**config.mk**
```make
export PLATFORM = sky130hd
export DESIGN_NAME = pms_power_mode_sequencer
export DESIGN_NICKNAME = d
export VERILOG_FILES = /design/src/pms_power_mode_sequencer.v
export VERILOG_INCLUDE_DIRS = /design/src /design/src/inc
export SDC_FILE = /design/constraint.sdc
export NUM_CORES = 1
export LEC_CHECK = 0
export BUFFER_PORTS_ARGS = -buffer_cell sky130_fd_sc_hd__buf_2
export CORE_MARGIN = 4
export CORE_UTILIZATION = 43
export CTS_BUF_LIST = sky130_fd_sc_hd__clkbuf_8
export DETAILED_ROUTE_END_ITERATION = 7
export GPL_TIMING_DRIVEN = 0
export HOLD_SLACK_MARGIN = 0.05
export PLACE_DENSITY_LB_ADDON = 0.15
export SYNTH_ARGS = -nofsm -noshare
export SYNTH_HDL_FRONTEND = slang
export SYNTH_SLANG_ARGS = --single-unit
```
**constraint.sdc**
```tcl
create_clock -name clk_in -period 7.55 [get_ports clk_in]
set_input_delay 0.755 -clock clk_in [delete_from_list [all_inputs] [get_ports clk_in]]
set_output_delay 0.755 -clock clk_in [all_outputs]
set_load 0.02 [all_outputs]
```
**src/inc/pms_consts.vh**
```
/*
 * constants for the power mode sequencer: mode codes, timer widths, reset values.
 * assumes inclusion by bare name from src/ with the inc/ folder on the include path.
 */
// Behaviour
// - four modes: active, idle, sleep, deep off
// - inactivity period elapsed steps one mode down
// - activity returns straight to active mode
// - deep off cuts core and amplifier supplies
// - always-on domain stays up, wakes chip
// - separate tx, rx, pll, amplifier power-downs
// - low-power connection: slow clock, timed wake
// - radio enabled only during packet phases
// - triggers from software or packet handling
// - firmware may disable regulator in deep off
`ifndef PMS_CONSTS_VH
`define PMS_CONSTS_VH

`define PMS_MODE_W 2
`define PMS_MODE_ACTIVE 2'h0
`define PMS_MODE_IDLE 2'h1
`define PMS_MODE_SLEEP 2'h2
`define PMS_MODE_DEEP_OFF 2'h3
`define PMS_TMR_W 32
`define PMS_TMR_RST 32'h00000000
`define PMS_WAKE_W 32
`define PMS_WAKE_RST 32'h00000000
`define PMS_TMR_INC 32'h00000001
`define PMS_SUPPLY_RST 1'h1
`define PMS_AON_ON 1'h1
`define PMS_LP_RST 1'h0
`define PMS_PD_RST 1'h1
`define PMS_PATH_N 4
`define PMS_PATH_TX 0
`define PMS_PATH_RX 1
`define PMS_PATH_PLL 2
`define PMS_PATH_PA 3

`endif

```
**src/pms_power_mode_sequencer.v**
```verilog
/*
 * power mode sequencer: steps the chip down through idle, sleep and deep
 * power-off on inactivity, wakes straight to active on activity, drives the
 * supply enables and the transceiver power-down lines.
 * assumes all inputs synchronous to clk_in; clk_in is the always-on clock that
 * keeps running (from the low-power oscillator) while the core is powered off.
 */
`include "pms_consts.vh"

module pms_power_mode_sequencer (
	input wire clk_in,
	input wire rst_in,
	input wire activity_in,
	input wire [31:0] inactivity_period_in,
	input wire sw_mode_req_in,
	input wire [1:0] sw_mode_in,
	input wire regulator_off_en_in,
	input wire lp_conn_req_in,
	input wire [31:0] lp_wake_period_in,
	input wire pkt_tx_phase_in,
	input wire pkt_rx_phase_in,
	output reg [1:0] mode_out,
	output reg core_supply_output_en_out,
	output reg amplifier_supply_en_out,
	output reg regulator_en_out,
	output reg always_on_io_domain_en_out,
	output reg lp_clk_sel_out,
	output reg lp_wake_out,
	output reg tx_pd_out,
	output reg rx_pd_out,
	output reg pll_pd_out,
	output reg pa_pd_out
);

	// =========================================================
	// state
	reg [1:0] mode_ff;
	reg [31:0] idle_cnt_ff;
	reg lp_conn_ff;
	reg [31:0] wake_cnt_ff;

	reg [1:0] nxt_mode;
	reg [31:0] nxt_idle_cnt;
	reg nxt_lp_conn;
	reg [31:0] nxt_wake_cnt;
	reg nxt_lp_wake;

	// decodes shared by the output logic
	function is_deep;
		input [1:0] m;
		begin
			is_deep = (m == `PMS_MODE_DEEP_OFF);
		end
	endfunction

	function is_active;
		input [1:0] m;
		begin
			is_active = (m == `PMS_MODE_ACTIVE);
		end
	endfunction

	// shared by the inactivity and timed-wake counters; a period of 0 or 1
	// expires on every cycle rather than never, and the extra bit stops a wrap
	function tmr_expired;
		input [31:0] cnt;
		input [31:0] period;
		begin
			tmr_expired = ({1'h0, cnt} + {1'h0, `PMS_TMR_INC}) >= {1'h0, period};
		end
	endfunction

	function [31:0] tmr_next;
		input [31:0] cnt;
		begin
			tmr_next = cnt + `PMS_TMR_INC;
		end
	endfunction

	// =========================================================
	// mode sequencing
	always @* begin
		nxt_mode = mode_ff;
		nxt_idle_cnt = idle_cnt_ff;
		nxt_lp_conn = lp_conn_ff;
		nxt_wake_cnt = wake_cnt_ff;
		nxt_lp_wake = 1'h0;
		if (activity_in) begin
			nxt_mode = `PMS_MODE_ACTIVE;
			nxt_idle_cnt = `PMS_TMR_RST;
		end else if (sw_mode_req_in) begin
			nxt_mode = sw_mode_in;
			nxt_idle_cnt = `PMS_TMR_RST;
		end else begin
			case (mode_ff)
				`PMS_MODE_ACTIVE, `PMS_MODE_IDLE, `PMS_MODE_SLEEP: begin
					if (tmr_expired(idle_cnt_ff, inactivity_period_in)) begin
						nxt_mode = mode_ff + 2'h1;
						nxt_idle_cnt = `PMS_TMR_RST;
					end else begin
						nxt_idle_cnt = tmr_next(idle_cnt_ff);
					end
				end
				`PMS_MODE_DEEP_OFF: begin
					nxt_idle_cnt = `PMS_TMR_RST;
				end
				default: begin
					nxt_mode = `PMS_MODE_ACTIVE;
				end
			endcase
		end
		// low-power connection timed wake
		// applied last on purpose: the timed wake overrides any step-down above
		if (activity_in || !lp_conn_req_in) begin
			nxt_lp_conn = `PMS_LP_RST;
			nxt_wake_cnt = `PMS_WAKE_RST;
		end else if (!lp_conn_ff) begin
			nxt_lp_conn = !is_active(mode_ff);
			nxt_wake_cnt = `PMS_WAKE_RST;
		end else if (tmr_expired(wake_cnt_ff, lp_wake_period_in)) begin
			nxt_wake_cnt = `PMS_WAKE_RST;
			nxt_lp_wake = 1'h1;
			nxt_lp_conn = `PMS_LP_RST;
			nxt_mode = `PMS_MODE_ACTIVE;
		end else begin
			nxt_wake_cnt = tmr_next(wake_cnt_ff);
		end
	end

	// =========================================================
	// state registers
	// the inactivity counter restarts on activity, a software request or a step down, but a timed wake to active keeps its count
	always @(posedge clk_in or posedge rst_in) begin
		if (rst_in) begin
			mode_ff <= `PMS_MODE_ACTIVE;
		end else begin
			mode_ff <= nxt_mode;
		end
	end

	always @(posedge clk_in or posedge rst_in) begin
		if (rst_in) begin
			idle_cnt_ff <= `PMS_TMR_RST;
		end else begin
			idle_cnt_ff <= nxt_idle_cnt;
		end
	end

	always @(posedge clk_in or posedge rst_in) begin
		if (rst_in) begin
			lp_conn_ff <= `PMS_LP_RST;
		end else begin
			lp_conn_ff <= nxt_lp_conn;
		end
	end

	always @(posedge clk_in or posedge rst_in) begin
		if (rst_in) begin
			wake_cnt_ff <= `PMS_WAKE_RST;
		end else begin
			wake_cnt_ff <= nxt_wake_cnt;
		end
	end

	// =========================================================
	// next output values, following the next mode so outputs track mode_out
	reg nxt_core_en;
	reg nxt_amp_en;
	reg nxt_reg_en;
	reg nxt_aon_en;
	wire [`PMS_PATH_N-1:0] path_need;
	wire [`PMS_PATH_N-1:0] nxt_pd;

	always @* begin
		nxt_core_en = !is_deep(nxt_mode);
		nxt_amp_en = !is_deep(nxt_mode);
		nxt_reg_en = !(is_deep(nxt_mode) && regulator_off_en_in);
		nxt_aon_en = `PMS_AON_ON;
	end

	// =========================================================
	// radio path power-downs
	// separate per-path controls
	assign path_need[`PMS_PATH_TX] = pkt_tx_phase_in;
	assign path_need[`PMS_PATH_RX] = pkt_rx_phase_in;
	// the synthesizer has to run for either direction
	assign path_need[`PMS_PATH_PLL] = pkt_tx_phase_in | pkt_rx_phase_in;
	assign path_need[`PMS_PATH_PA] = pkt_tx_phase_in;

	genvar pd_idx;
	generate
		for (pd_idx = 0; pd_idx < `PMS_PATH_N; pd_idx = pd_idx + 1) begin : g_pd
			assign nxt_pd[pd_idx] = !(is_active(nxt_mode) && path_need[pd_idx]);
		end
	endgenerate

	// =========================================================
	// mode and supply outputs
	always @(posedge clk_in or posedge rst_in) begin
		if (rst_in) begin
			mode_out <= `PMS_MODE_ACTIVE;
		end else begin
			mode_out <= nxt_mode;
		end
	end

	always @(posedge clk_in or posedge rst_in) begin
		if (rst_in) begin
			core_supply_output_en_out <= `PMS_SUPPLY_RST;
		end else begin
			core_supply_output_en_out <= nxt_core_en;
		end
	end

	always @(posedge clk_in or posedge rst_in) begin
		if (rst_in) begin
			amplifier_supply_en_out <= `PMS_SUPPLY_RST;
		end else begin
			amplifier_supply_en_out <= nxt_amp_en;
		end
	end

	// keeping the regulator on in deep off costs leakage but wakes faster
	always @(posedge clk_in or posedge rst_in) begin
		if (rst_in) begin
			regulator_en_out <= `PMS_SUPPLY_RST;
		end else begin
			regulator_en_out <= nxt_reg_en;
		end
	end

	always @(posedge clk_in or posedge rst_in) begin
		if (rst_in) begin
			always_on_io_domain_en_out <= `PMS_AON_ON;
		end else begin
			always_on_io_domain_en_out <= nxt_aon_en;
		end
	end

	// =========================================================
	// low-power clock select and timed wake pulse
	always @(posedge clk_in or posedge rst_in) begin
		if (rst_in) begin
			lp_clk_sel_out <= `PMS_LP_RST;
		end else begin
			lp_clk_sel_out <= nxt_lp_conn;
		end
	end

	// one cycle only: nxt_lp_wake clears the connection that raised it
	always @(posedge clk_in or posedge rst_in) begin
		if (rst_in) begin
			lp_wake_out <= `PMS_LP_RST;
		end else begin
			lp_wake_out <= nxt_lp_wake;
		end
	end

	// =========================================================
	// radio power-down outputs
	// reset leaves every path powered down until a packet asks for it
	always @(posedge clk_in or posedge rst_in) begin
		if (rst_in) begin
			tx_pd_out <= `PMS_PD_RST;
		end else begin
			tx_pd_out <= nxt_pd[`PMS_PATH_TX];
		end
	end

	always @(posedge clk_in or posedge rst_in) begin
		if (rst_in) begin
			rx_pd_out <= `PMS_PD_RST;
		end else begin
			rx_pd_out <= nxt_pd[`PMS_PATH_RX];
		end
	end

	always @(posedge clk_in or posedge rst_in) begin
		if (rst_in) begin
			pll_pd_out <= `PMS_PD_RST;
		end else begin
			pll_pd_out <= nxt_pd[`PMS_PATH_PLL];
		end
	end

	always @(posedge clk_in or posedge rst_in) begin
		if (rst_in) begin
			pa_pd_out <= `PMS_PD_RST;
		end else begin
			pa_pd_out <= nxt_pd[`PMS_PATH_PA];
		end
	end

endmodule

```
### After elaboration in Yosys (flattened, before gate mapping)

Cells that the tools add are included.

* output and inout bits: 12
* bits in registers: 73
* input bits: 74
* word-level logic and storage cells: 57

* bitwise operators: 1
* magnitude comparators: 2
* reductions and logical operators: 15
* multiplexer cells: 20
* add/subtract/negate cells: 5
* equal/unequal tests: 4

Operators by type and width (number)
* $mux W32: 6
* $add A32 B1 Y33 const B: 2
* $ge A33 B32 Y1: 2
* $add A32 B1 Y32 const B: 2
* $pmux W32 S2: 1
* $mux W2: 7
* $logic_not A1 Y1: 7
* $eq A2 B2 Y1 const B: 3
* $mux W1: 6
* $logic_and A1 B1 Y1: 4
* $logic_not A2 Y1: 2
* $reduce_or A3 Y1: 1
* $add A2 B1 Y2 const B: 1
* $eq A2 B1 Y1 const B: 1
* $logic_or A1 B1 Y1: 1
* $or A1 B1 Y1: 1

### Depth between registers and ports, before layout

Gate-level depths: netlist (run 1).

* depth in word-level cells: 12
* mapped depth: 17
* gate-level depth less buffers: 17

### Worst setup path after synthesis (run 1)

OpenSTA, ideal clock, no wires.

* kind: flip-flop to flip-flop
* start point: reg idle_cnt_ff[0]
* end point: reg regulator_en_out
* setup time: 0.091 ns
* path buffers: 0
* data required time: 7.459 ns
* clock period less this slack: 3.754 ns
* cell stages (with the launch flop): 17
* arrival: 3.664 ns
* path slack: 3.796 ns
* path through: dfrtp_1 ha_1 nand3_1 nor4b_4 nand2_1 nor2_1 nand3_1 xnor2_1 ha_1 nand4_1 or4_1 a21oi_1 nor2_2 mux2_4 or3_4 clkinv_2 nand3_2

* longest elaborated chain between the ends: 12

Ends and longest elaborated chain
* start, declared: line pms_power_mode_sequencer.v:38 `reg [31:0] idle_cnt_ff;`
* start signal, assigned: line pms_power_mode_sequencer.v:143 `` idle_cnt_ff <= `PMS_TMR_RST; ``
* start signal, assigned: line pms_power_mode_sequencer.v:145 `idle_cnt_ff <= nxt_idle_cnt;`
* $add A32 B1 Y33 *: line pms_power_mode_sequencer.v:69 `` tmr_expired = ({1'h0, cnt} + {1'h0, `PMS_TMR_INC}) >= {1'h0, period}; ``
* $ge A33 B32 Y1 *: line pms_power_mode_sequencer.v:69
* $mux W2 *: line pms_power_mode_sequencer.v:97 `if (tmr_expired(idle_cnt_ff, inactivity_period_in)) begin`
* $mux W2 *: line pms_power_mode_sequencer.v:95 `case (mode_ff)`
* $mux W2 *: line pms_power_mode_sequencer.v:91 `end else if (sw_mode_req_in) begin`
* $mux W2 *: line pms_power_mode_sequencer.v:88 `if (activity_in) begin`
* $mux W2: line pms_power_mode_sequencer.v:120 `end else if (tmr_expired(wake_cnt_ff, lp_wake_period_in)) begin`
* $mux W2: line pms_power_mode_sequencer.v:117 `end else if (!lp_conn_ff) begin`
* $mux W2 *: line pms_power_mode_sequencer.v:114 `if (activity_in || !lp_conn_req_in) begin`
* via is_deep.m[0]: line pms_power_mode_sequencer.v:50 `input [1:0] m;`
* $eq A2 B2 Y1 (no source line) *
* $logic_and A1 B1 Y1 *: line pms_power_mode_sequencer.v:177 `nxt_reg_en = !(is_deep(nxt_mode) && regulator_off_en_in);`
* $logic_not A1 Y1 *: line pms_power_mode_sequencer.v:177
* via nxt_reg_en: line pms_power_mode_sequencer.v:169 `reg nxt_reg_en;`
* end signal, assigned: line pms_power_mode_sequencer.v:226 `` regulator_en_out <= `PMS_SUPPLY_RST; ``
* end signal, assigned: line pms_power_mode_sequencer.v:228 `regulator_en_out <= nxt_reg_en;`
* end, declared: line pms_power_mode_sequencer.v:25 `output reg regulator_en_out,`

Mark *: on every way through the listed nets, which the timed path passes. The rest lies on a longest branch.

### Worst setup path after layout (run 1)

* start point: reg wake_cnt_ff[3]
* end point: reg wake_cnt_ff[10]

* longest elaborated chain between the ends: 5
* elaborated cells on any way between the ends: 6
* those cells by class: add/sub (2); order compare (1); mux (3)

Ends and longest elaborated chain
* start, declared: line pms_power_mode_sequencer.v:40 `reg [31:0] wake_cnt_ff;`
* start signal, assigned: line pms_power_mode_sequencer.v:159 `` wake_cnt_ff <= `PMS_WAKE_RST; ``
* start signal, assigned: line pms_power_mode_sequencer.v:161 `wake_cnt_ff <= nxt_wake_cnt;`
* $add A32 B1 Y33: line pms_power_mode_sequencer.v:69
* $ge A33 B32 Y1: line pms_power_mode_sequencer.v:69
* $mux W32 *: line pms_power_mode_sequencer.v:120
* $mux W32 *: line pms_power_mode_sequencer.v:117
* $mux W32 *: line pms_power_mode_sequencer.v:114
* via nxt_wake_cnt[10]: line pms_power_mode_sequencer.v:45 `reg [31:0] nxt_wake_cnt;`

Marked as above.

==> summary.md, run 1 <==
| Metric | Value |
|---|---|
| Top post-synthesis cells by count | inv_1 (70), dfrtp_1 (68), ha_1 (68), nor2b_1 (43), xnor2_1 (42) |
| Fin. Hold Viols | 0 |
| Pre-CTS setup slack | a little under 3 ns |
| Mapped Nets | between 700 and 800 |
| First-pass GRT wire length | 19.9 mm |
| Post-synthesis instance area | 0.00524 mm² |
| R2R cell count | 16 |
| Maxcap violations | 0 |
| Synth area leader | dfrtp_1 |
| Min-delay worst type | in -> async |
| Hold_ws | slightly above 0.4 ns |
| Final worst slack | 2.94 ns |
| Sequential share of the synthesized area | 35.0% |
| Startpoint class of the critical path | flop |
| Post-synthesis register bit count | 73 |
| Avg WL per Cell | about 14 µm |
| Reg-to-Reg Start | wake_cnt_ff[3] |
| Dpl cells | about 800 |
| Vias per cell | roughly 5.2 |
| Number of enable flip-flop cells after synthesis | 0 |
| RSZ-0062 raised after global routing | false |
| Clock Sinks | between 70 and 80 |
| Filler Cells Inserted | around 1200 |
| WP data required | between 7 and 8 ns |
| VDD IR max | approximately 0.12 mV |
| Critical Path AT | just under 5 ns |
| Fmax | 217 MHz |
| Leakage | ~3.3 nW |
| Max Root-Sink Buffers | 2 |
| Reg area | approximately 0.0018 mm² |
| Clk Latency, worst-skew pair | between 0.3 and 0.4 ns |
| Area taken by multi-input logic gates | just over 0.003 mm² |
| Total power | 0.789 mW |
| Cell variety after synth | 53 |
| Buffers on Ports | 83 |
| Syn_area_per_cell | approximately 9 µm² |
| Clock Skew | approximately 0.010 ns |
| Die area | ~0.014 mm² |
| Async SR Flop Fraction | 100% |
| Core Area | around 0.012 mm² |
| Synth warn | 0 |
| IO Count | between 80 and 90 |
| GR Util All Layers | 17.1% |
| Final min period | ~4.6 ns |
| P per Cell Area | 130 mW/mm² |
| Share of layout cells above drive strength 1 | a little under a fifth |
| Crit Path Category | reg -> reg |
| WL final | around 11 mm |
| Slew Viols, Final | 0 |
| Ant. Diodes | 0 |
| Worst-margin pin slew | 0.620 ns |
| Post-CTS Setup Bufs | 0 |
| Post-synth top area share | roughly 32% |
| DRT Pass-1 Iters | 4 |
| Global route overflow | 0 |
| Final setup fails | 0 |
| Die width | 118 µm |
| Worst-path maximum fanout | 10 |
| Largest net degree at the start of global routing | 46 |
| Area Growth Syn to Fin | 15.8% |
| Setup TNS | 0 ns |
| Most common cell in the netlist | inv_1 |
| Fin crit share | roughly three fifths |
| Number of remaining DRC errors | 0 |
| Final ANT Viol Nets | 0 |
| Reg-to-reg endpoint | wake_cnt_ff[10] |
| CTS root buffer | clkbuf_8 |
| Post-CTS Hold Buffers | 0 |
| Top flop regs | idle_cnt_ff (32), wake_cnt_ff (32), mode_out (2) |
| GP Congestion | a little over 0.8 |
| Status | finished, final reports clean |
| DP Wirelength | between 9 and 10 mm |
| Drt first-iter violations | 126 |
| Setup crit end kind | flop |
| CTS tree | yes |
| Fin cells | roughly 800 |
| Vias after detailed routing | approximately 4200 |
| Slew HR | 58.7% |
| Starting Density | between 40 and 50% |
| Most used DFF post-synth | dfrtp_1 |
| Final #Nets | roughly 800 |
| FF-to-FF setup slack | 2.94 ns |
| CTS buffer count | 9 |
| Placement Rows | 40 |
| Max H-tree Level | 3 |
| Initial antenna violation count | 0 |
| Top cells by area, synth | dfrtp_1 (32%), ha_1 (16%), xnor2_1 (7.0%) |
| Post-cts resize count | 0 |
| Worst-path clk slew | ~0.080 ns |
| Synth Instances | 568 |
| Vias in the first global route | about 4300 |
| Die height | roughly 120 µm |
[metal layers]
layer	up-vias	part of all wire [%]	track usage, %
li1	2143	-	-
met1	2015	45	21.2
met2	57	50	30.0
met3	13	4.3	4.40
met4	0	1.1	3.91
met5	-	0	0
[metrics by stage]
stage	instance area [µm²]	utilization (%)
final	6060	50.7
after global routing	6060	50.7
after CTS	6060	50.7
after detailed placement	5870	49.1
after global placement	5840	48.8
after floorplan	5240	-
[layout make-up]
type	instances	area share (%)
multi-input combinational	410	50.7
sequential	73	30.2
timing repair buffer	84	7.30
inverter	71	4.46
tap	147	3.03
clock buffer	10	2.27
buffer	14	1.07
clock inverter	6	0.970
[worst max path at each step]
stage	depth (start not counted)	slack, ns	end	from
after floorplan	16	3.80	regulator_en_out	idle_cnt_ff[0]
final	16	2.94	wake_cnt_ff[10]	wake_cnt_ff[3]
after detailed placement	16	2.98	pll_pd_out	idle_cnt_ff[0]
after global placement	16	3.01	pll_pd_out	idle_cnt_ff[0]
after CTS	16	2.95	wake_cnt_ff[28]	wake_cnt_ff[3]
after global routing	15	2.57	pll_pd_out	idle_cnt_ff[0]
[cells in the final DEF (no fill, tap or decap), types with 6 or more instances in the layout]
cell	n
buf_2	84
ha_1	68
clkbuf_1	10
xnor2_1	42
and3_1	39
a21o_1	6
nand3_1	32
nor3_1	7
nand4_1	19
o21ai_0	12
dfrtp_1	68
nor2_1	20
nor2b_1	43
xor2_1	18
and4_1	8
clkbuf_8	10
inv_1	70
nand2_1	31
a21oi_1	20
[kinds of logic after synthesis]
| family | Yosys count | synth area share, % |
|---|---|---|
| flip-flops | 73 | 35.0 |
| XOR/XNOR | 60 | 10.0 |
| multiplexers | 2 | 0.478 |
| buffers and inverters | 85 | 6.35 |
| adder cells (fa/ha/maj) | 68 | 16.2 |
| other | 1 | 0.0716 |
| AO/OA/AOI/OAI | 59 | 7.26 |
| AND/OR/NAND/NOR | 220 | 24.6 |
[power by group]
part           internal, mW  switching, mW
clock                 0.159          0.147
sequential            0.396        0.00274
combinational        0.0359         0.0480
[worst max-delay path, stage by stage, from the launching register on]
cell      delay, ns
dfrtp_1        0.42
nand4_1        0.20
nor2_1         0.39
and4_1         0.30
and2_1         0.13
clkbuf_1       0.32
nand3_1        0.16
xnor2_1        0.23
ha_1           0.26
and2_1         0.16
a221o_1        0.31
a221oi_1       0.33
o211ai_1       0.17
a211oi_2       0.31
nand4b_1       0.32
clkbuf_1       0.33
nor2b_1        0.19
Note: power is estimated with default switching activity, not from simulation.
==> run 2, diff against run 1 <==
==> constraint.sdc (replaced) <==
create_clock -name clk_in -period 4.3 [get_ports clk_in]
set_input_delay 0.43 -clock clk_in [delete_from_list [all_inputs] [get_ports clk_in]]
set_output_delay 0.43 -clock clk_in [all_outputs]
set_load 0.02 [all_outputs]
==> run 2 against run 1 <==
Against the previous run:
- die area unchanged
- worst setup slack worse by 2.7 ns
- clock skew down 0.00070 ns
- power up 76%
- via count up 1.3%
- maximum frequency up 14%
- critical path depth unchanged
- hold slack worse by 0.32 ns
- non-clock buffer count up 7
- critical path type unchanged
- critical endpoint is now regulator_en_out
- highest routed layer unchanged
==> summary.md, run 2 (synthesis results as in run 1) <==
| Metric | Value |
|---|---|
| Area Growth Syn to Fin | 19.0% (was 15.8%) |
| Setup crit end kind | flop (unchanged) |
| Max H-tree Level | 3 (unchanged) |
| Setup TNS | 0 ns (unchanged) |
| Cell Area, Placed | 0.00587 mm² (unchanged) |
| Ant. Diodes | 0 (unchanged) |
| P per Cell Area | 223 mW/mm² (was 130 mW/mm²) |
| IO Count | 86 (unchanged) |
| Vias after detailed routing | 4284 (was 4228) |
| First-pass GRT wire length | 20.0 mm (was 19.9 mm) |
| Filler Cells Inserted | 1128 (was 1150) |
| Crit Path Category | reg -> reg (unchanged) |
| Fin. Hold Viols | 0 (unchanged) |
| Final worst slack | 0.265 ns (was 2.94 ns) |
| Vias per cell | 5.21 (was 5.19) |
| Final ANT Viol Nets | 0 (unchanged) |
| Most common cell after layout, fill and taps aside | buf_2 (unchanged) |
| Dpl cells | 799 (unchanged) |
| Critical Path AT | 4.30 ns (was 4.88 ns) |
| WL final | 11.7 mm (was 11.5 mm) |
| Slowest CP cell | dfrtp_2 (was dfrtp_1) |
| VDD IR max | 0.209 mV (was 0.117 mV) |
| DP Wirelength | 9.14 mm (unchanged) |
| Clk Latency, worst-skew pair | 0.34 ns (was 0.35 ns) |
| Die area | 0.0140 mm² (unchanged) |
| Worst-margin pin slew | 0.503 ns (was 0.620 ns) |
| Slew HR | 66.5% (was 58.7%) |
| GR Util All Layers | 17.2% (was 17.1%) |
| Status | finished, final reports clean (unchanged) |
| Largest net degree at the start of global routing | 46 (unchanged) |
| DRT Pass-1 Iters | 5 (was 4) |
| Core Area | 0.0120 mm² (unchanged) |
| WP data required | 4.57 ns (was 7.82 ns) |
| Pre-CTS setup slack | -0.266 ns (was 2.98 ns) |
| RSZ-0062 raised after global routing | false (unchanged) |
| Placement Rows | 40 (unchanged) |
| Max stage delay on crit path | 0.41 ns (was 0.42 ns) |
| Global route overflow | 0 (unchanged) |
| Top flop regs | idle_cnt_ff (32), wake_cnt_ff (32), mode_out (2) (unchanged) |
| Clock Sinks | 73 (unchanged) |
| Worst-path clk slew | 0.08 ns (about the same) |
| Maxcap violations | 0 (unchanged) |
| CTS buffer count | 9 (unchanged) |
| Number of remaining DRC errors | 0 (unchanged) |
| CTS tree | yes (unchanged) |
| Startpoint class of the critical path | flop (unchanged) |
| Leakage | 3.42 nW (was 3.35 nW) |
| Buf+Inv Stages, Crit Path | 2 (unchanged) |
| Fin crit share | 93.8% (was 61.0%) |
| CTS root buffer | clkbuf_8 (unchanged) |
| Max Root-Sink Buffers | 2 (unchanged) |
| Final setup fails | 0 (unchanged) |
| Drt first-iter violations | 147 (was 126) |
| Die height | 118 µm (unchanged) |
| Initial antenna violation count | 0 (unchanged) |
| Fin cells | 822 (was 815) |
| Share of layout cells above drive strength 1 | 22.1% (was 18.3%) |
| Commonest non-fill, non-tap cells in the layout | buf_2 (83), inv_1 (70), ha_1 (66), dfrtp_1 (66), nor2b_1 (43) (was buf_2 (84), inv_1 (70), ha_1 (68), dfrtp_1 (68), nor2b_1 (43)) |
| Clock Skew | 0.00936 ns (was 0.0101 ns) |
| Die width | 118 µm (unchanged) |
| Starting Density | 43.8% (unchanged) |
| Util after Layout | 52.1% (was 50.7%) |
| Vias in the first global route | 4355 (was 4320) |
| Top Family by Delay on Critical Path | simple AND/OR/NAND/NOR gates (unchanged) |
| Buffers on Ports | 83 (unchanged) |
| GP Congestion | 0.808 (unchanged) |
| Final min period | 4.03 ns (was 4.61 ns) |
| Worst-path maximum fanout | 5 (was 10) |
| Min-delay worst type | in -> async (unchanged) |
| Final #Nets | 812 (was 805) |
| Design area | 0.00623 mm² (was 0.00606 mm²) |
| Slew Viols, Final | 0 (unchanged) |
| Ordered list of cells on the worst path | ha_2, nand3_1, nor4b_4, buf_4, nand4_1, xnor2_1, ha_1, and4_1, nor4b_1, o211ai_1, a21oi_2, nor2_4, mux2_4, or3_4, clkinv_2, nand3_2 (was nand4_1, nor2_1, and4_1, and2_1, clkbuf_1, nand3_1, xnor2_1, ha_1, and2_1, a221o_1, a221oi_1, o211ai_1, a211oi_2, nand4b_1, clkbuf_1, nor2b_1) |
| Fmax | 248 MHz (was 217 MHz) |
| Avg WL per Cell | 14.2 µm (was 14.1 µm) |
-- run 2: cell types whose count changed in the layout (fill, tap and decap cells not counted), sizes merged --
cell    previous run  this run
clkbuf            20        17
buf               88        98
-- run 2: metrics by stage --
step | power [mW] | hold slack (ns)
6_report | 1.39 | 0.0837
3_5_place_dp | 0.863 | 0.460
3_3_place_gp | 0.854 | 0.489
5_1_grt | 1.47 | 0.0873
4_1_cts | 1.41 | 0.0732
2_1_floorplan | 0.796 | 0.458
-- run 2: layer usage --
metal  routed length (µm)  GRT usage, %  part of all wire (%)  vias up
li1                     -             -                     -     2154
met1                 5140          21.0                    44     2051
met4                  103          3.62                  0.88        0
met5                    0             0                     0        -
met2                 5920          30.4                    51       71
met3                  551          4.88                   4.7        8
-- run 2: timing repair --
action / in CTS / in global routing
setup endpoints to repair: 38 / 62
resized for setup: 7 / 30
pin swaps: 2 / 5
hold buffers: 0 / 0
setup buffers: 2 / 6
-- run 2: final cells by class --
| class | instances | area [µm²] | area share, % |
|---|---|---|---|
| Tap cell | 147 | 184 | 2.95 |
| Buffer | 13 | 78.8 | 1.26 |
| Sequential cell | 73 | 1840 | 29.5 |
| Inverter | 71 | 270 | 4.34 |
| Timing Repair Buffer | 92 | 503 | 8.07 |
| Clock buffer | 10 | 138 | 2.21 |
| Clock inverter | 6 | 58.8 | 0.944 |
| Multi-Input combinational cell | 410 | 3160 | 50.8 |
-- run 2: where the power goes --
group | switching, mW | total [mW] | internal, mW
sequential | 0.00486 | 0.700 | 0.695
combinational | 0.0864 | 0.152 | 0.0660
clock | 0.257 | 0.537 | 0.280
-- run 2: final timing paths --
check	start	slack [ns]	cells after the start	endpoint
worst min-delay path	rst_in	0.08	2	wake_cnt_ff[21]
worst max register to register	idle_cnt_ff[0]	0.27	16	regulator_en_out
worst min register to register	idle_cnt_ff[0]	0.50	1	idle_cnt_ff[0]
min in group clk_in	regulator_off_en_in	0.23	2	regulator_en_out
max in group asynchronous	rst_in	3.60	3	amplifier_supply_en_out
worst max-delay path	idle_cnt_ff[0]	0.27	16	regulator_en_out
